File: config.mk
export PLATFORM = sky130hd
export DESIGN_NAME = rcr_top
export DESIGN_NICKNAME = d
export VERILOG_FILES = /design/src/hdl/rcr_pkg.sv /design/src/hdl/rcr_cap_store.sv /design/src/hdl/rcr_top.sv
export SDC_FILE = /design/constraint.sdc
export NUM_CORES = 1
export LEC_CHECK = 0
export ABC_AREA = 1
export CAP_MARGIN = 10
export CORE_MARGIN = 2
export CORE_UTILIZATION = 60
export CTS_CLUSTER_DIAMETER = 100
export DETAILED_ROUTE_END_ITERATION = 10
export DONT_BUFFER_PORTS = 1
export GPL_TIMING_DRIVEN = 0
export PLACE_DENSITY = 0.84
export SYNTH_ARGS = -nofsm -noshare
export SYNTH_HDL_FRONTEND = slang
export SYNTH_SLANG_ARGS = --single-unit
File: constraint.sdc
create_clock -name clk -period 1.8 [get_ports clk]
set_input_delay 0.45 -clock clk [delete_from_list [all_inputs] [get_ports clk]]
set_output_delay 0.45 -clock clk [all_outputs]
set_load 0.03 [all_outputs]
File: src/hdl/rcr_pkg.sv
/*
  Constants for the remote capability register bank: offsets, field
  positions, reset values and the fast control channel mode codes.
  Assumes an 8-bit register access port decoded by the I2C target logic.
*/
package rcr_pkg;

  // ----------------------------------------------------------------
  // Offsets
  // ----------------------------------------------------------------
  localparam logic [7:0] RCR_PORT_SEL_ADDR = 8'h1e;
  localparam logic [7:0] RCR_CAP_LO_ADDR   = 8'h20;
  localparam logic [7:0] RCR_CAP_HI_ADDR   = 8'h21;

  // ----------------------------------------------------------------
  // Field positions
  // ----------------------------------------------------------------
  localparam int RCR_LO_FREEZE   = 7;
  localparam int RCR_LO_MODE0    = 6;
  localparam int RCR_LO_TWO_LINK = 3;
  localparam int RCR_LO_CHANNEL  = 2;
  localparam int RCR_LO_WIDE_VID = 1;
  localparam int RCR_LO_FWD_GPIO = 0;
  localparam int RCR_HI_CRC      = 3;
  localparam int RCR_HI_MODE_MSB = 1;
  localparam int RCR_HI_MODE_LSB = 0;
  localparam int RCR_PS_ALT_ADDR = 2;
  localparam int RCR_PS_SECOND   = 1;
  localparam int RCR_PS_FIRST    = 0;

  // Writable bits of each register
  localparam logic [7:0] RCR_LO_MASK = 8'hcf;
  localparam logic [7:0] RCR_HI_MASK = 8'h0b;
  localparam logic [7:0] RCR_PS_MASK = 8'h07;
  // Bits loaded by the back channel (all but freeze and crc enable)
  localparam logic [7:0] RCR_LO_AUTO = 8'h4f;
  localparam logic [7:0] RCR_HI_AUTO = 8'h03;

  // ----------------------------------------------------------------
  // Reset values
  // ----------------------------------------------------------------
  localparam logic [7:0] RCR_CAP_RESET = 8'h00;
  localparam logic [7:0] RCR_PS_RESET  = 8'h01;

  // ----------------------------------------------------------------
  // Fast control channel modes
  // ----------------------------------------------------------------
  typedef enum logic [2:0] {
    RCR_MODE_NORMAL   = 3'h0,
    RCR_MODE_GPIO1    = 3'h1,
    RCR_MODE_GPIO2    = 3'h2,
    RCR_MODE_GPIO4    = 3'h3,
    RCR_MODE_RSVD4    = 3'h4,
    RCR_MODE_RSVD5    = 3'h5,
    RCR_MODE_FWD_SPI  = 3'h6,
    RCR_MODE_REV_SPI  = 3'h7
  } rcr_mode_e;

endpackage

File: src/hdl/rcr_cap_store.sv
/*
  Per-port capability storage: two ports, two bytes each, registered
  read data. Assumes software writes arrive on clk; back-channel loads stay in rcr_top.
*/
`timescale 1ns/1ps
module rcr_cap_store
  import rcr_pkg::*;
(
  input  wire logic       clk,
  input  wire logic       resetn,
  input  wire logic [1:0] wr_port,
  input  wire logic       wr_hi,
  input  wire logic [7:0] wr_data,
  input  wire logic [7:0] wr_mask,
  input  wire logic       rd_port,
  input  wire logic       rd_hi,
  output logic      [7:0] rd_data,
  output logic      [7:0] lo0,
  output logic      [7:0] hi0,
  output logic      [7:0] lo1,
  output logic      [7:0] hi1
);

  logic [7:0] mem_q [4];
  logic [7:0] mem_d [4];
  logic [7:0] rd_d;

  always_comb begin
    for (int i = 0; i < 4; i++) begin
      mem_d[i] = mem_q[i];
      if (wr_port[i/2] && (wr_hi == (i % 2 == 1))) begin
        mem_d[i] = (mem_q[i] & ~wr_mask) | (wr_data & wr_mask);
      end
    end
    rd_d = mem_d[{rd_port, rd_hi}];
  end

  always_ff @(posedge clk or negedge resetn) begin
    if (!resetn) begin
      for (int i = 0; i < 4; i++) begin
        mem_q[i] <= RCR_CAP_RESET;
      end
      rd_data <= RCR_CAP_RESET;
    end else begin
      for (int i = 0; i < 4; i++) begin
        mem_q[i] <= mem_d[i];
      end
      rd_data <= rd_d;
    end
  end

  assign lo0 = mem_q[0];
  assign hi0 = mem_q[2'h1];
  assign lo1 = mem_q[2'h2];
  assign hi1 = mem_q[2'h3];

endmodule

File: src/hdl/rcr_top.sv
/*
  Remote capability register bank for a two-port serializer.
  Assumes an I2C target decodes the address phase and presents one
  byte access per cycle on reg_*; alt_addr marks the device address + 1.
  Back channel capability words arrive with a one-cycle valid per port.
*/
`timescale 1ns/1ps
// Operation
// Freeze bit blocks back channel capability loads
// Unfrozen: back channel loads fields after lock
// Software overriding fields must set freeze
// Mode = hi[1:0] above lo bit 6
// Decode mode: normal, gpio, spi, reserved
// Single link: only normal mode used
// Bit 2 shows primary or secondary channel
// Bit 3 shows two-link capability
// Bit 1 shows wide video with audio
// Bit 0 shows forward gpio support
// Hi bit 3 enables enhanced crc
// Separate copy per port, selected by 0x1e
// Second port select reads second copy
// Select writes second copy; ignored with alt
// Alt address reaches second port registers
// Reserved bits read zero; fields reset zero
module rcr_top
  import rcr_pkg::*;
(
  input  wire logic       clk,
  input  wire logic       resetn,
  input  wire logic       reg_wr,
  input  wire logic       reg_rd,
  input  wire logic       alt_addr,
  input  wire logic [7:0] reg_addr,
  input  wire logic [7:0] reg_wdata,
  output logic      [7:0] reg_rdata,
  output logic            reg_rvalid,
  output logic            alt_addr_enable,
  input  wire logic       single_link,
  input  wire logic [1:0] rx_lock,
  input  wire logic [1:0] bc_valid,
  input  wire logic [7:0] bc_lo0,
  input  wire logic [7:0] bc_hi0,
  input  wire logic [7:0] bc_lo1,
  input  wire logic [7:0] bc_hi1,
  output logic      [2:0] mode0,
  output logic      [2:0] mode1,
  output logic      [3:0] caps0,
  output logic      [3:0] caps1,
  output logic      [1:0] crc_enable,
  output logic      [1:0] gpio_fast,
  output logic      [1:0] spi_fwd,
  output logic      [1:0] spi_rev
);

  // ----------------------------------------------------------------
  // Functions
  // ----------------------------------------------------------------
  function automatic logic [2:0] cap_mode(input logic [7:0] lo, input logic [7:0] hi);
    cap_mode = {hi[RCR_HI_MODE_MSB:RCR_HI_MODE_LSB], lo[RCR_LO_MODE0]};
  endfunction

  function automatic logic [7:0] auto_mask(input logic hi);
    auto_mask = hi ? RCR_HI_AUTO : RCR_LO_AUTO;
  endfunction

  function automatic logic [2:0] mode_use(input logic [2:0] m, input logic single);
    // Class bits: {rev spi, fwd spi, fast gpio}
    mode_use = 3'h0;
    if (!single) begin
      case (rcr_mode_e'(m))
        RCR_MODE_GPIO1, RCR_MODE_GPIO2, RCR_MODE_GPIO4: mode_use = 3'h1;
        RCR_MODE_FWD_SPI: mode_use = 3'h2;
        RCR_MODE_REV_SPI: mode_use = 3'h4;
        default:          mode_use = 3'h0;
      endcase
    end
  endfunction

  // ----------------------------------------------------------------
  // Port select register
  // ----------------------------------------------------------------
  logic [7:0] ps_q, ps_d;
  logic       sel_second;
  logic       hit_ps, hit_lo, hit_hi;

  assign hit_ps = (reg_addr == RCR_PORT_SEL_ADDR);
  assign hit_lo = (reg_addr == RCR_CAP_LO_ADDR);
  assign hit_hi = (reg_addr == RCR_CAP_HI_ADDR);
  // Alt address means port 1 when the alt bit is set; select bit only counts on primary
  assign sel_second = alt_addr ? ps_q[RCR_PS_ALT_ADDR] :
                      (ps_q[RCR_PS_SECOND] && !ps_q[RCR_PS_ALT_ADDR]);

  always_comb begin
    ps_d = ps_q;
    if (reg_wr && hit_ps && (!alt_addr || ps_q[RCR_PS_ALT_ADDR])) begin
      ps_d = reg_wdata & RCR_PS_MASK;
    end
  end

  // ----------------------------------------------------------------
  // Capability store access
  // ----------------------------------------------------------------
  logic [1:0] wr_port;
  logic       wr_hi;
  logic [7:0] wr_data, wr_mask;
  logic [7:0] lo0, hi0, lo1, hi1, store_rd;
  logic [1:0] frozen;
  logic       sw_cap_wr, alt_ok;

  assign frozen  = {lo1[RCR_LO_FREEZE], lo0[RCR_LO_FREEZE]};
  assign alt_ok  = !alt_addr || ps_q[RCR_PS_ALT_ADDR];
  assign sw_cap_wr = reg_wr && (hit_lo || hit_hi) && alt_ok;

  // Software wins over a same-cycle back channel load of the same byte
  always_comb begin
    wr_port = 2'h0;
    wr_hi   = 1'b0;
    wr_data = 8'h00;
    wr_mask = 8'h00;
    if (sw_cap_wr) begin
      wr_port = sel_second ? 2'h2 : 2'h1;
      wr_hi   = hit_hi;
      wr_data = reg_wdata;
      wr_mask = hit_hi ? RCR_HI_MASK : RCR_LO_MASK;
    end
  end

  // Loads sit in a per-byte overlay on the software copy, so a write
  // to one byte never drops the loaded value of the other byte
  logic [1:0] bc_load;
  logic [3:0] ov_q, ov_d;
  logic [7:0] bc_q  [4];
  logic [7:0] bc_d  [4];
  logic [7:0] bc_in [4];
  logic [7:0] st    [4];
  logic [7:0] eff   [4];

  assign bc_load = bc_valid & rx_lock & ~frozen;

  rcr_cap_store u_store (
    .clk     (clk),
    .resetn  (resetn),
    .wr_port (wr_port),
    .wr_hi   (wr_hi),
    .wr_data (wr_data),
    .wr_mask (wr_mask),
    .rd_port (sel_second),
    .rd_hi   (hit_hi),
    .rd_data (store_rd),
    .lo0     (lo0),
    .hi0     (hi0),
    .lo1     (lo1),
    .hi1     (hi1)
  );

  // Byte index is {port, hi}; freeze only blocks new loads
  always_comb begin
    st    = '{lo0, hi0, lo1, hi1};
    bc_in = '{bc_lo0, bc_hi0, bc_lo1, bc_hi1};
    ov_d  = ov_q;
    for (int i = 0; i < 4; i++) begin
      bc_d[i] = bc_q[i];
      if (bc_load[i / 2]) begin
        bc_d[i] = bc_in[i] & auto_mask(i[0]);
        ov_d[i] = 1'b1;
      end
      eff[i] = ov_q[i] ? ((st[i] & ~auto_mask(i[0])) | bc_q[i]) : st[i];
    end
    if (sw_cap_wr) begin
      ov_d[{sel_second, hit_hi}] = 1'b0;
    end
  end

  // ----------------------------------------------------------------
  // Read path and outputs
  // ----------------------------------------------------------------
  logic [7:0] rdata_d;
  logic       rvalid_d, rd_cap_q, rd_ps_q, rd_port_q, rd_hi_q;
  logic [2:0] m0_d, m1_d, u0, u1;

  assign m0_d = cap_mode(eff[0], eff[1]);
  assign m1_d = cap_mode(eff[2], eff[3]);
  assign u0   = mode_use(m0_d, single_link);
  assign u1   = mode_use(m1_d, single_link);

  always_comb begin
    rdata_d  = 8'h00;
    rvalid_d = rd_cap_q || rd_ps_q;
    if (rd_ps_q) begin
      rdata_d = ps_q;
    end else if (rd_cap_q) begin
      // Registered store byte with any loaded bits laid over it
      rdata_d = ov_q[{rd_port_q, rd_hi_q}] ?
                ((store_rd & ~auto_mask(rd_hi_q)) | bc_q[{rd_port_q, rd_hi_q}]) : store_rd;
      rdata_d = rdata_d & (rd_hi_q ? RCR_HI_MASK : RCR_LO_MASK);
    end
  end

  always_ff @(posedge clk or negedge resetn) begin
    if (!resetn) begin
      ps_q <= RCR_PS_RESET;
      bc_q <= '{default: RCR_CAP_RESET};
      ov_q <= 4'h0;
      rd_cap_q <= 1'b0;
      rd_ps_q <= 1'b0;
      rd_port_q <= 1'b0;
      rd_hi_q <= 1'b0;
      reg_rdata <= 8'h00;
      reg_rvalid <= 1'b0;
      alt_addr_enable <= 1'b0;
      mode0 <= 3'h0;
      mode1 <= 3'h0;
      caps0 <= 4'h0;
      caps1 <= 4'h0;
      crc_enable <= 2'h0;
      gpio_fast <= 2'h0;
      spi_fwd <= 2'h0;
      spi_rev <= 2'h0;
    end else begin
      ps_q <= ps_d;
      bc_q <= bc_d;
      ov_q <= ov_d;
      rd_cap_q <= reg_rd && (hit_lo || hit_hi) && alt_ok;
      rd_ps_q <= reg_rd && hit_ps && alt_ok;
      rd_port_q <= sel_second;
      rd_hi_q <= hit_hi;
      reg_rdata <= rdata_d;
      reg_rvalid <= rvalid_d;
      alt_addr_enable <= ps_q[RCR_PS_ALT_ADDR];
      mode0 <= m0_d;
      mode1 <= m1_d;
      // {two link, channel, wide video, fwd gpio}
      caps0 <= {eff[0][RCR_LO_TWO_LINK], eff[0][RCR_LO_CHANNEL],
                eff[0][RCR_LO_WIDE_VID], eff[0][RCR_LO_FWD_GPIO]};
      caps1 <= {eff[2][RCR_LO_TWO_LINK], eff[2][RCR_LO_CHANNEL],
                eff[2][RCR_LO_WIDE_VID], eff[2][RCR_LO_FWD_GPIO]};
      crc_enable <= {hi1[RCR_HI_CRC], hi0[RCR_HI_CRC]};
      gpio_fast <= {u1[0], u0[0]};
      spi_fwd <= {u1[1], u0[1]};
      spi_rev <= {u1[2], u0[2]};
    end
  end
endmodule

# Word level (Yosys, flattened, before mapping)
# Index checks and enable logic that the tools add are counted.
dict set report totals {
  reg_bits 97
  out_inout_bits 32
  wordCells 130
}
dict set report classes {
  order_cmp 5
  n_eq_ne 13
  muxes 39
  bitwise 26
  n_reduce_logical 21
}
# op n
set ops {}
lappend ops {{2-to-1 mux 8 bit} 15}
lappend ops {{bitwise AND 8 bit} 7}
lappend ops {{OR 8 bit} 5}
lappend ops {{binary-select mux 8 bit (select 2 bit)} 2}
lappend ops {{2-to-1 mux 7 bit} 3}
lappend ops {{case mux 3 bit (3 select lines)} 2}
lappend ops {{== test 8 x 6 -> 1 bit (second input constant)} 2}
lappend ops {{logical AND 1 bit} 14}
lappend ops {{OR 6 x 7 -> 7 bit} 2}
lappend ops {{== test 3 x 2 -> 1 bit (second input constant)} 4}
lappend ops {{== test 3 bit (second input constant)} 4}
lappend ops {{== test 8 x 5 -> 1 bit (second input constant)} 1}
lappend ops {{2-to-1 mux 1 bit} 8}
lappend ops {{2-to-1 mux 2 bit} 4}
lappend ops {{NOT 7 -> 8 bit} 1}
lappend ops {{NOT 8 bit} 1}
lappend ops {{== test 3 x 1 -> 1 bit (second input constant)} 2}
lappend ops {{>= comparator 3 bit (second input constant)} 2}
lappend ops {{< comparator 2 x 3 -> 1 bit (second input constant)} 2}
lappend ops {{2-to-1 mux 3 bit} 2}
lappend ops {{NOT 2 -> 3 bit} 2}
lappend ops {{OR reduction 3 bit} 2}
lappend ops {{bitwise AND 2 bit} 2}
lappend ops {{bitwise AND 4 bit} 1}
lappend ops {{other kinds (10)} 14}

# Logic depth before layout (Yosys ltp)
# Gate-level depths: netlist of the first run.
dict set report logic_depth {
  ltp_word 12
  depth_mapped 12
}

# By module
# A second synthesis of the first run with hierarchy kept.
dict set report unflattened {
  cells_unflattened 551
  area_unflattened_um2 4533.1
}
# mod instances cells_each area_each_um2 seq_area_each_um2
set modules_own_cells {}
lappend modules_own_cells {rcr_top 1 283 2551.2 1377.6}
lappend modules_own_cells {rcr_cap_store 1 268 1981.9 1001.0}

# Worst setup path before layout of the first run
# OpenSTA, ideal clock, no wires.
dict set report synth_timing {
  path_kind {input-to-reg}
  from {input port reg_addr[1]}
  to {register u_store.rd_data[1]}
  t_arrival_ps 1335
  required_time_ps 1676
  slack_ps 341
  path_stages 11
  n_path_buf 1
  cell_sequence {nor2_1 > nand2_1 > nor2_4 > nand3_2 > buf_6 > nand2_2 > nand2_2 > nand2_1 > nand2_1 > inv_1 > nand3_1}
}
# item line_no
set synth_lines {}
lappend synth_lines {{from (decl)} rcr_top.sv:33} ;# input wire logic [7:0] reg_addr,
lappend synth_lines {{to (signal assigned)} rcr_cap_store.sv:48} ;# rd_data <= rd_d;
lappend synth_lines {{to (decl)} rcr_cap_store.sv:17} ;# output logic [7:0] rd_data,

# Worst setup path in the final report of the first run
dict set report layout_timing {
  from {register rd_hi_q}
  to {register reg_rdata[2]}
}
dict set report layout_via {
  elab_chain_cells 9
  word_cells_on_any_way 15
  classes_between {mux: 10; bitwise: 5}
}
# item line_no
set layout_rtl {}
lappend layout_rtl {{from (decl)} rcr_top.sv:178} ;# logic rvalid_d, rd_cap_q, rd_ps_q, rd_port_q, rd_hi_q;
lappend layout_rtl {{from (signal assigned)} rcr_top.sv:226} ;# rd_hi_q <= hit_hi;
lappend layout_rtl {{NOT 2 -> 3 bit (implied by the code)} rcr_top.sv:194} ;# ((store_rd & ~auto_mask(rd_hi_q)) | bc_q[{rd_port_q, rd_hi_q}]) : store_rd;
lappend layout_rtl {{binary-select mux 8 bit (select 2 bit)} rcr_top.sv:194}
lappend layout_rtl {{2-to-1 mux 8 bit (implied by the code) (2 in series)} rcr_top.sv:194}
lappend layout_rtl {{OR 8 bit} rcr_top.sv:194}
lappend layout_rtl {{2-to-1 mux 8 bit} rcr_top.sv:193} ;# rdata_d = ov_q[{rd_port_q, rd_hi_q}] ?
lappend layout_rtl {{bitwise AND 8 bit (*)} rcr_top.sv:195} ;# rdata_d = rdata_d & (rd_hi_q ? RCR_HI_MASK : RCR_LO_MASK);
lappend layout_rtl {{2-to-1 mux 8 bit (*)} rcr_top.sv:191} ;# end else if (rd_cap_q) begin
lappend layout_rtl {{2-to-1 mux 8 bit (*)} rcr_top.sv:189} ;# if (rd_ps_q) begin
lappend layout_rtl {{named net rdata_d[2]} rcr_top.sv:177} ;# logic [7:0] rdata_d;
lappend layout_rtl {{to (signal assigned)} rcr_top.sv:227} ;# reg_rdata <= rdata_d;
lappend layout_rtl {{to (decl)} rcr_top.sv:35} ;# output logic [7:0] reg_rdata,
# Mark *: on every way through the listed nets, which the timed path passes. The rest lies on a longest branch. The select of a mux whose other input is x is not followed.
# A chain may end at the register's enable or synchronous reset.

==> impl_metrics.ini, run 1 <==
[timing]
finalMaxSlewViolations = 0
hold_viol_final = 85
setup_viol = 0
slew_headroom_pct = 65.4
worstMarginPinSlew_ns = 0.517
whs_ns = -0.222
max_freq_mhz = 606
period_minus_slack_ns = 1.65
fin_crit_sh_pct = 91.6
layout_setup_ws_ns = 0.151
final.setup_skew_ns = 0.0116

[floorplanning]
start_util_pct = 62.1
fp.dieArea_mm2 = 0.00677
die_x_um = 82.3
rows = 28
io_pins = 90
fp.dieH_um = 82.3
core_area_mm2 = 0.00592

[worst_hold_path]
hold_path_class = in -> async

[finish]
drive_gt1_share_pct = 16.6
finalInstanceArea_mm2 = 0.00406
utilization_pct = 68.5
final_nets = 469
antenna-diode-count = 0
area_growth_pct = 10.3

[critical_path]
crit_chain = clkbuf_2 -> clkinvlp_4 -> nand2_1 -> nand3_1 -> nand2_1 -> inv_1 -> o2111ai_1 -> o21ai_0
rr_worst_depth = 8
critPathMostFrequentCell = nand2_1
reg2reg_to = reg_rdata[2]
endpoint_kind = register
cpPeakStageDelay_ns = 0.35
cp_slowest_cell = dfrtp_1
cp-start-kind = register
worstPathMaxFanout = 8
worstSetupPathType = reg -> reg
r2r_slack_ns = 0.15
r2r-start = rd_hi_q
worstPathRequired_ns = 2.03
cp.arrival_ns = 1.88

[drt]
wl_per_cell_um = 16.2
first_pass_iters = 5
drc = 0
vias_per_cell = 5.51
ant_nets = 0
vias = 2707
routed_wirelength_mm = 7.97
drtIter0Drc = 243

[place]
dpl-instance-area_mm2 = 0.00378
io_buffer_count = 0
dp_hpwl_mm = 5.69
gp_congestion = 0.952
post-place-ws_ns = 0.122

[logic_synthesis]
synth.distinct_cells = 36
synth_top_flop_cell = dfrtp_1
synthesis.area_mm2 = 0.00368
synthArstFlopShare_pct = 100
yosysWarnings = 0
yosysSeqAreaShare_pct = 57.9
synth_cells = 395
synth_edf_count = 0
syn_avg_cell_area_um2 = 9.31
synth-seq-cells = 85

[outcome]
failed_checks = hold timing
outcome = finished with violations

[clocking]
tritoncts = yes
clock-sinks = 85
cts_max_level = 3
cts_made_buffers = 9
clockBufferDepth = 2
clk_latency_ns = 0.35
clk_pin_slew_ns = 0.09
root_buffer = clkbuf_8

[global_route]
grt_pass1_wl_mm = 12.6
grt_pass1_vias = 2544
antenna_found_initial = 0
track_usage_pct = 25.3
gr-total-overflow = 0
grt_max_degree = 86

[power]
total_power_uw = 3880
p_per_area_mw_per_mm2 = 957
p_leak_uw = 0.00210
peakVddDrop_uv = 577

[run]
max_cap_violations = 0
layer usage:
metal,up-vias,share of wire (%),GRT usage (%)
met5,-,0,0
met4,0,2.5,10.2
met3,19,8.2,4.89
met2,139,49,41.0
met1,1279,40,33.7
li1,1270,-,-
stage by stage:
step / setup TNS (ns) / std cells
floorplan: 0 / 396
global placement: 0 / 471
detailed placement: 0 / 471
CTS: 0 / 487
global route: -0.0202 / 491
finish: 0 / 491
layout by cell type (no fill, tap or decap), types with 7 or more instances in the layout:
cell type	synthesis	routed
o21ai_0	21	21
nand2_2	9	9
clkbuf_8	0	10
o21ai_2	7	7
dfrtp_1	84	84
mux2_2	12	12
nand3_1	14	14
clkbuf_1	7	8
nor2_1	33	33
nand4_1	12	12
inv_1	49	48
nand2_1	100	100
flip-flops by register name, summed over array words and instances (netlist names), 3 cells and up:
register         count
mode1                3
u_store.lo0          6
caps0                4
bc_q                14
u_store.lo1          6
ov_q                 4
u_store.hi0          6
ps_q                 3
u_store.hi1          6
reg_rdata            6
mode0                3
u_store.rd_data      6
caps1                4
final cells by class:
cell class                 instances  area, µm²
tap                               75       93.8
fill                             419       1860
buffer                            13       73.8
clock inverter                     5        106
clock buffer                      11        141
inverter                          53        203
multi-input combinational        245       1280
timing repair buffer               4       30.0
sequential                        85       2130
worst max path at each step:
stage                     start                  to  slack, ns  cells after the start
detailed placement  reg_addr[1]  u_store.rd_data[1]       0.12                     11
finish                  rd_hi_q        reg_rdata[2]       0.15                      8
global placement    reg_addr[7]  u_store.rd_data[1]       0.17                     11
floorplan           reg_addr[1]  u_store.rd_data[1]       0.34                     11
global route            rd_hi_q        reg_rdata[2]      -0.02                      8
CTS                     rd_hi_q        reg_rdata[1]       0.14                      9
Yosys cell counts (2+ instances only):
cell type	count	share of area, %
nand2_1	100	10
dfrtp_1	84	57
inv_1	49	5.0
nor2_1	33	3.4
o21ai_0	21	2.9
nand3_1	14	1.9
mux2_2	12	3.7
nand4_1	12	2.0
nand2_2	9	1.5
clkbuf_1	7	0.71
o21ai_2	7	1.7
and2_1	6	1.0
inv_2	4	0.41
a21oi_1	3	0.41
nand2_4	3	0.92
nand3_2	3	0.82
nand3b_1	3	0.61
o21ai_1	3	0.41
and3_1	2	0.34
buf_4	2	0.41
buf_6	2	0.61
or2_2	2	0.34
power by group:
| part | switching, µW | internal (µW) |
|---|---|---|
| clock | 671 | 965 |
| combinational | 107 | 65.0 |
| sequential | 104 | 1970 |
| total | 882 | 3000 |
worst max-delay path, delay by kind of cell, from the launching register on:
kind                   cells  cell delay [ns]
and+or+nand+nor            3             0.27
AOI/OAI and AO/OA          2             0.38
buffers and inverters      3             0.53
DFF                        1             0.35
timing repair:
action | 4_1_cts | 5_1_grt
resized for setup | 0 | 1
endpoints found under the hold margin | 85 | 85
setup buffers | 0 | 4
setup endpoints to repair | 0 | 2
kinds of logic after synthesis:
family                 Yosys count  synth area share [%]
AND/OR/NAND/NOR                191                  24.3
flip-flops                      85                  57.9
buffers and inverters           66                  7.41
AO/OA/AOI/OAI                   40                  6.70
multiplexers                    12                  3.67
other                            1                 0.102
Power figures use the tool's default switching activity.
==> run 2: changes to the inputs <==
HOLD_SLACK_MARGIN = 0.12   (was not set)
MAX_ROUTING_LAYER = met4   (was not set)
==> run 2 against run 1 <==
  * The run still ends with hold timing left
  * Worst setup slack got worse by 0.031 ns
  * Combinational power barely moved
  * Clock skew fell by 0.0036 ns
  * Clock power fell by 24%
  * Sequential power barely moved
  * Cell count fell by 0.81%
  * Critical path type unchanged
==> impl_metrics.ini, run 2 (synthesis gave the netlist of run 1 again) <==
[floorplanning]
start_util_pct = 62.1
core_area_mm2 = 0.00592
die_x_um = 82.3
rows = 28
io_pins = 90
fp.dieH_um = 82.3
fp.dieArea_mm2 = 0.00677

[timing]
fin_setup_tns_ns = 0
slew_headroom_pct = 62.7
fin_crit_sh_pct = 93.3
whs_ns = -0.223
max_freq_mhz = 595
hold_viol_final = 85
setup_viol = 0
worstMarginPinSlew_ns = 0.558
final.setup_skew_ns = 0.00805
rsz0062_at_grt = no
period_minus_slack_ns = 1.68
finalMaxSlewViolations = 0
layout_setup_ws_ns = 0.120

[global_route]
grt_max_degree = 86
antenna_found_initial = 0
track_usage_pct = 25.6
grt_pass1_wl_mm = 12.2
gr-total-overflow = 0
grt_pass1_vias = 2554

[drt]
routed_wirelength_mm = 7.65
vias_per_cell = 5.42
drc = 0
wl_per_cell_um = 15.7
vias = 2639
ant_nets = 0
drtIter0Drc = 149
first_pass_iters = 5

[clocking]
clk_latency_ns = 0.36
clk_pin_slew_ns = 0.08
cts_max_level = 3
clockBufferDepth = 2
tritoncts = yes
cts_made_buffers = 9
root_buffer = clkbuf_8
clock-sinks = 85

[finish]
largest_reg_flops = 14
layout_common_cells = nand2_1 (100), dfrtp_1 (84), inv_1 (48)
final_nets = 465
mostFrequentLayoutCell = nand2_1
top_register = bc_q
finalInstanceArea_mm2 = 0.00396
drive_gt1_share_pct = 15.8
area_growth_pct = 7.72
antenna-diode-count = 0

[critical_path]
r2r_slack_ns = 0.12
rr_worst_depth = 9
cp_slowest_cell = dfrtp_1
worstSetupPathType = reg -> reg
endpoint = reg_rdata[2]
endpoint_kind = register
cp-start-kind = register
worstPathRequired_ns = 2.02
worstPathMaxFanout = 8
cpPeakStageDelay_ns = 0.38
crit_chain = clkbuf_2 -> inv_2 -> nand2_1 -> nand3_1 -> nand2_1 -> inv_1 -> o21ai_0 -> o2111ai_1 -> o21ai_0
reg2reg_to = reg_rdata[2]
cp.arrival_ns = 1.90
crit_start = rd_hi_q
r2r-start = rd_hi_q

[place]
dp_hpwl_mm = 5.65
gp_congestion = 0.942
io_buffer_count = 0
dpl-instance-area_mm2 = 0.00378
post-place-ws_ns = 0.107

[outcome]
failed_checks = hold timing
outcome = finished with violations

[worst_hold_path]
hold_path_class = in -> async

[power]
p_leak_uw = 0.00205
p_per_area_mw_per_mm2 = 882
peakVddDrop_uv = 673

[run]
max_cap_violations = 0
run 2: changes by cell type in the layout (fill, tap and decap cells not counted):
cell / delta
buf_4: -4
bufinv_16: -3
clkbuf_8: +1
inv_2: +1
clkinvlp_4: +1
run 2: where the power goes:
group	internal [µW]	leakage, µW	switching [µW]	total (µW)
registers	1970	0.00106	102	2070
clock network	582	0.0000852	670	1250
logic	64.6	0.000900	106	171
run 2: final cells by class:
cell class                      count  area, µm²
Sequential cell                    85       2130
Fill cell                         451       1960
Multi-Input combinational cell    245       1280
Inverter                           53        199
Clock buffer                       12        155
Tap cell                           75       93.8
Buffer                             13       73.8
Clock inverter                      4       31.3
run 2: through the flow:
step                      std cells  utilization (%)  power (µW)  hold slack, ns
after floorplan                 396                -        2230           0.154
after global placement          471             63.8        2270           0.157
after detailed placement        471             63.8        2280           0.156
after CTS                       487             66.9        3510          -0.224
after global routing            487             66.9        3630          -0.246
final                           487             66.9        3500          -0.223
run 2: worst min-delay path by stage:
stage / endpoint / slack (ns) / depth (start not counted)
floorplan: alt_addr_enable / 0.15 / 0
global placement: caps0[0] / 0.16 / 0
detailed placement: mode0[0] / 0.16 / 0
CTS: reg_rdata[1] / -0.22 / 0
global route: bc_q[24] / -0.25 / 0
finish: mode0[0] / -0.22 / 0
run 2: repair_timing:
| action | CTS | global route |
|---|---|---|
| setup buffers | 0 | 0 |
| endpoints found under the hold margin | 85 | 85 |
| setup endpoints to repair | 0 | 3 |
| resized for setup | 0 | 1 |
run 2: routing by layer:
layer / wire, µm / share of wire, % / GRT usage, %
met5: 0 / 0 / -
met4: 199 / 2.6 / 11.8
met3: 563 / 7.4 / 7.39
met2: 3690 / 48 / 39.4
met1: 3200 / 42 / 31.3
run 2: critical path, delay by kind of cell, from the launching register on:
| kind | cells | cell delay (ns) |
|---|---|---|
| and+or+nand+nor | 3 | 0.24 |
| DFF | 1 | 0.38 |
| buffers and inverters | 3 | 0.50 |
| AOI/OAI and AO/OA | 3 | 0.42 |
==> run 3: changes to the inputs <==
CORE_UTILIZATION = 62   (was 60)
PLACE_DENSITY = 0.86   (was 0.84)
==> run 3 against run 2 <==
  * The run still ends with hold timing left
  * Sequential share of layout area decreased by 0.39 points
  * Die area shrank 3.1%
  * Power rose by 6.3%
  * Via count is 1.4% higher
  * Routed wire length rose by 3.7%
  * Clock-buffer cell count down 1
  * Combinational power up 2%
  * Final area grew 0.73%
  * Cell count did not move
  * Clock skew is 0.0042 ns higher
  * Critical path type unchanged
  * Critical endpoint unchanged
==> impl_metrics.ini, run 3 (synthesis gave the netlist of run 1 again) <==
[finish]
area_growth_pct = 8.50
layout_common_cells = nand2_1 (100), dfrtp_1 (84), inv_1 (47)
final_nets = 465
regArea_mm2 = 0.00213
antenna-diode-count = 0
n_fill_cell = 476
mostFrequentLayoutCell = nand2_1
top_register = bc_q
drive_gt1_share_pct = 15.8
largest_reg_flops = 14
multiInputGateArea_mm2 = 0.00128

[power]
seq_power_share_pct = 55.9
p_per_area_mw_per_mm2 = 931
p_sw_share_pct = 24.0
total_power_uw = 3720
p_leak_uw = 0.00206
p_int_uw = 2820
switching_power_uw = 892
pwr-share-clk_pct = 39.4
peakVddDrop_uv = 570
power_frac_comb_pct = 4.7

[timing]
final.setup_skew_ns = 0.0122
period_minus_slack_ns = 1.60
fin_crit_sh_pct = 88.7
fin_setup_tns_ns = 0
finalMaxSlewViolations = 0
slew_headroom_pct = 62.8
rsz0062_at_grt = no
whs_ns = -0.227
setup_viol = 0
hold_viol_final = 85
worstMarginPinSlew_ns = 0.556
max_freq_mhz = 626

[drt]
wl_per_cell_um = 16.3
first_pass_iters = 5
vias = 2675
drc = 0
routed_wirelength_mm = 7.93
drtIter0Drc = 197
ant_nets = 0
vias_per_cell = 5.49

[clocking]
clk_latency_ns = 0.36
tritoncts = yes
clock-sinks = 85
cts_made_buffers = 9
clk_pin_slew_ns = 0.08
clockBufferDepth = 2
root_buffer = clkbuf_8
cts_max_level = 3

[critical_path]
crit_chain = clkbuf_2 -> inv_2 -> nand2_1 -> nand3_1 -> nand2_1 -> inv_2 -> o21ai_0 -> o2111ai_1 -> o21ai_0
worstSetupPathType = reg -> reg
cp.arrival_ns = 1.82
cp_slowest_cell = dfrtp_1
worstPathRequired_ns = 2.03
cp-start-kind = register
endpoint_kind = register
cpPeakStageDelay_ns = 0.38
worstPathMaxFanout = 8

[global_route]
track_usage_pct = 27.6
grt_max_degree = 86
gr-total-overflow = 0
grt_pass1_vias = 2595
antenna_found_initial = 0
grt_pass1_wl_mm = 12.8

[floorplanning]
core_area_mm2 = 0.00582
start_util_pct = 63.3
fp.dieH_um = 81.0
rows = 28
fp.dieArea_mm2 = 0.00657
io_pins = 90
die_x_um = 81.0

[place]
io_buffer_count = 0
gp_congestion = 0.910
dp_hpwl_mm = 5.72

[worst_hold_path]
hold_path_class = in -> async

[outcome]
failed_checks = hold timing
outcome = finished with violations

[run]
max_cap_violations = 0
-- run 3: path summary, 6_finish.rpt --
kind,from,to,slack (ns),depth (start not counted)
worst min register to register,u_store.hi0[3],crc_enable[0],0.40,0
min in group clk,single_link,gpio_fast[0],0.16,1
max in group asynchronous,resetn,ps_q[0],1.82,0
worst max register to register,rd_hi_q,reg_rdata[2],0.20,9
worst max-delay path,rd_hi_q,reg_rdata[2],0.20,9
worst min-delay path,resetn,gpio_fast[0],-0.23,0
-- run 3: worst max-delay path, delay by kind of cell (launching register included) --
kind	cells	cell delay (ns)
flip-flops	1	0.38
AND/OR/NAND/NOR	3	0.28
buffers and inverters	3	0.45
AO/OA/AOI/OAI	3	0.36
-- run 3: cell type report --
cell class	instances	share of cell area, %
multi-input combinational	245	32.1
tap	75	2.35
clock inverter	5	2.10
sequential	85	53.3
buffer	13	1.85
inverter	53	4.98
clock buffer	11	3.29
-- run 3: power by group through the flow --
stage	logic [µW]	registers [µW]	clock network, µW
global placement	161	2110	0
floorplan	137	2100	0
CTS	174	2080	1480
global route	197	2090	1590
detailed placement	171	2110	0
finish	175	2080	1460
-- run 3: per-layer routing --
layer	global-route usage [%]	wire length, µm
met1	33.4	3220
met2	43.6	3940
met3	8.56	565
met4	10.3	201
met5	-	0
-- run 3: timing repair --
| action | in CTS | in global routing |
|---|---|---|
| setup endpoints to repair | 0 | 3 |
| resized for setup | 0 | 2 |
| setup buffers | 0 | 0 |
| hold endpoints to repair | 85 | 85 |
-- run 3: metrics by stage --
stage | cell area [µm²] | cells | setup WS (ns) | util, % | hold WS (ns)
CTS | 3990 | 487 | 0.111 | 68.6 | -0.236
finish | 3990 | 487 | 0.203 | 68.6 | -0.227
floorplan | 3680 | 396 | 0.341 | - | 0.154
global route | 3990 | 487 | 0.0712 | 68.6 | -0.254
global placement | 3780 | 471 | 0.167 | 64.9 | 0.157
detailed placement | 3780 | 471 | 0.120 | 64.9 | 0.156
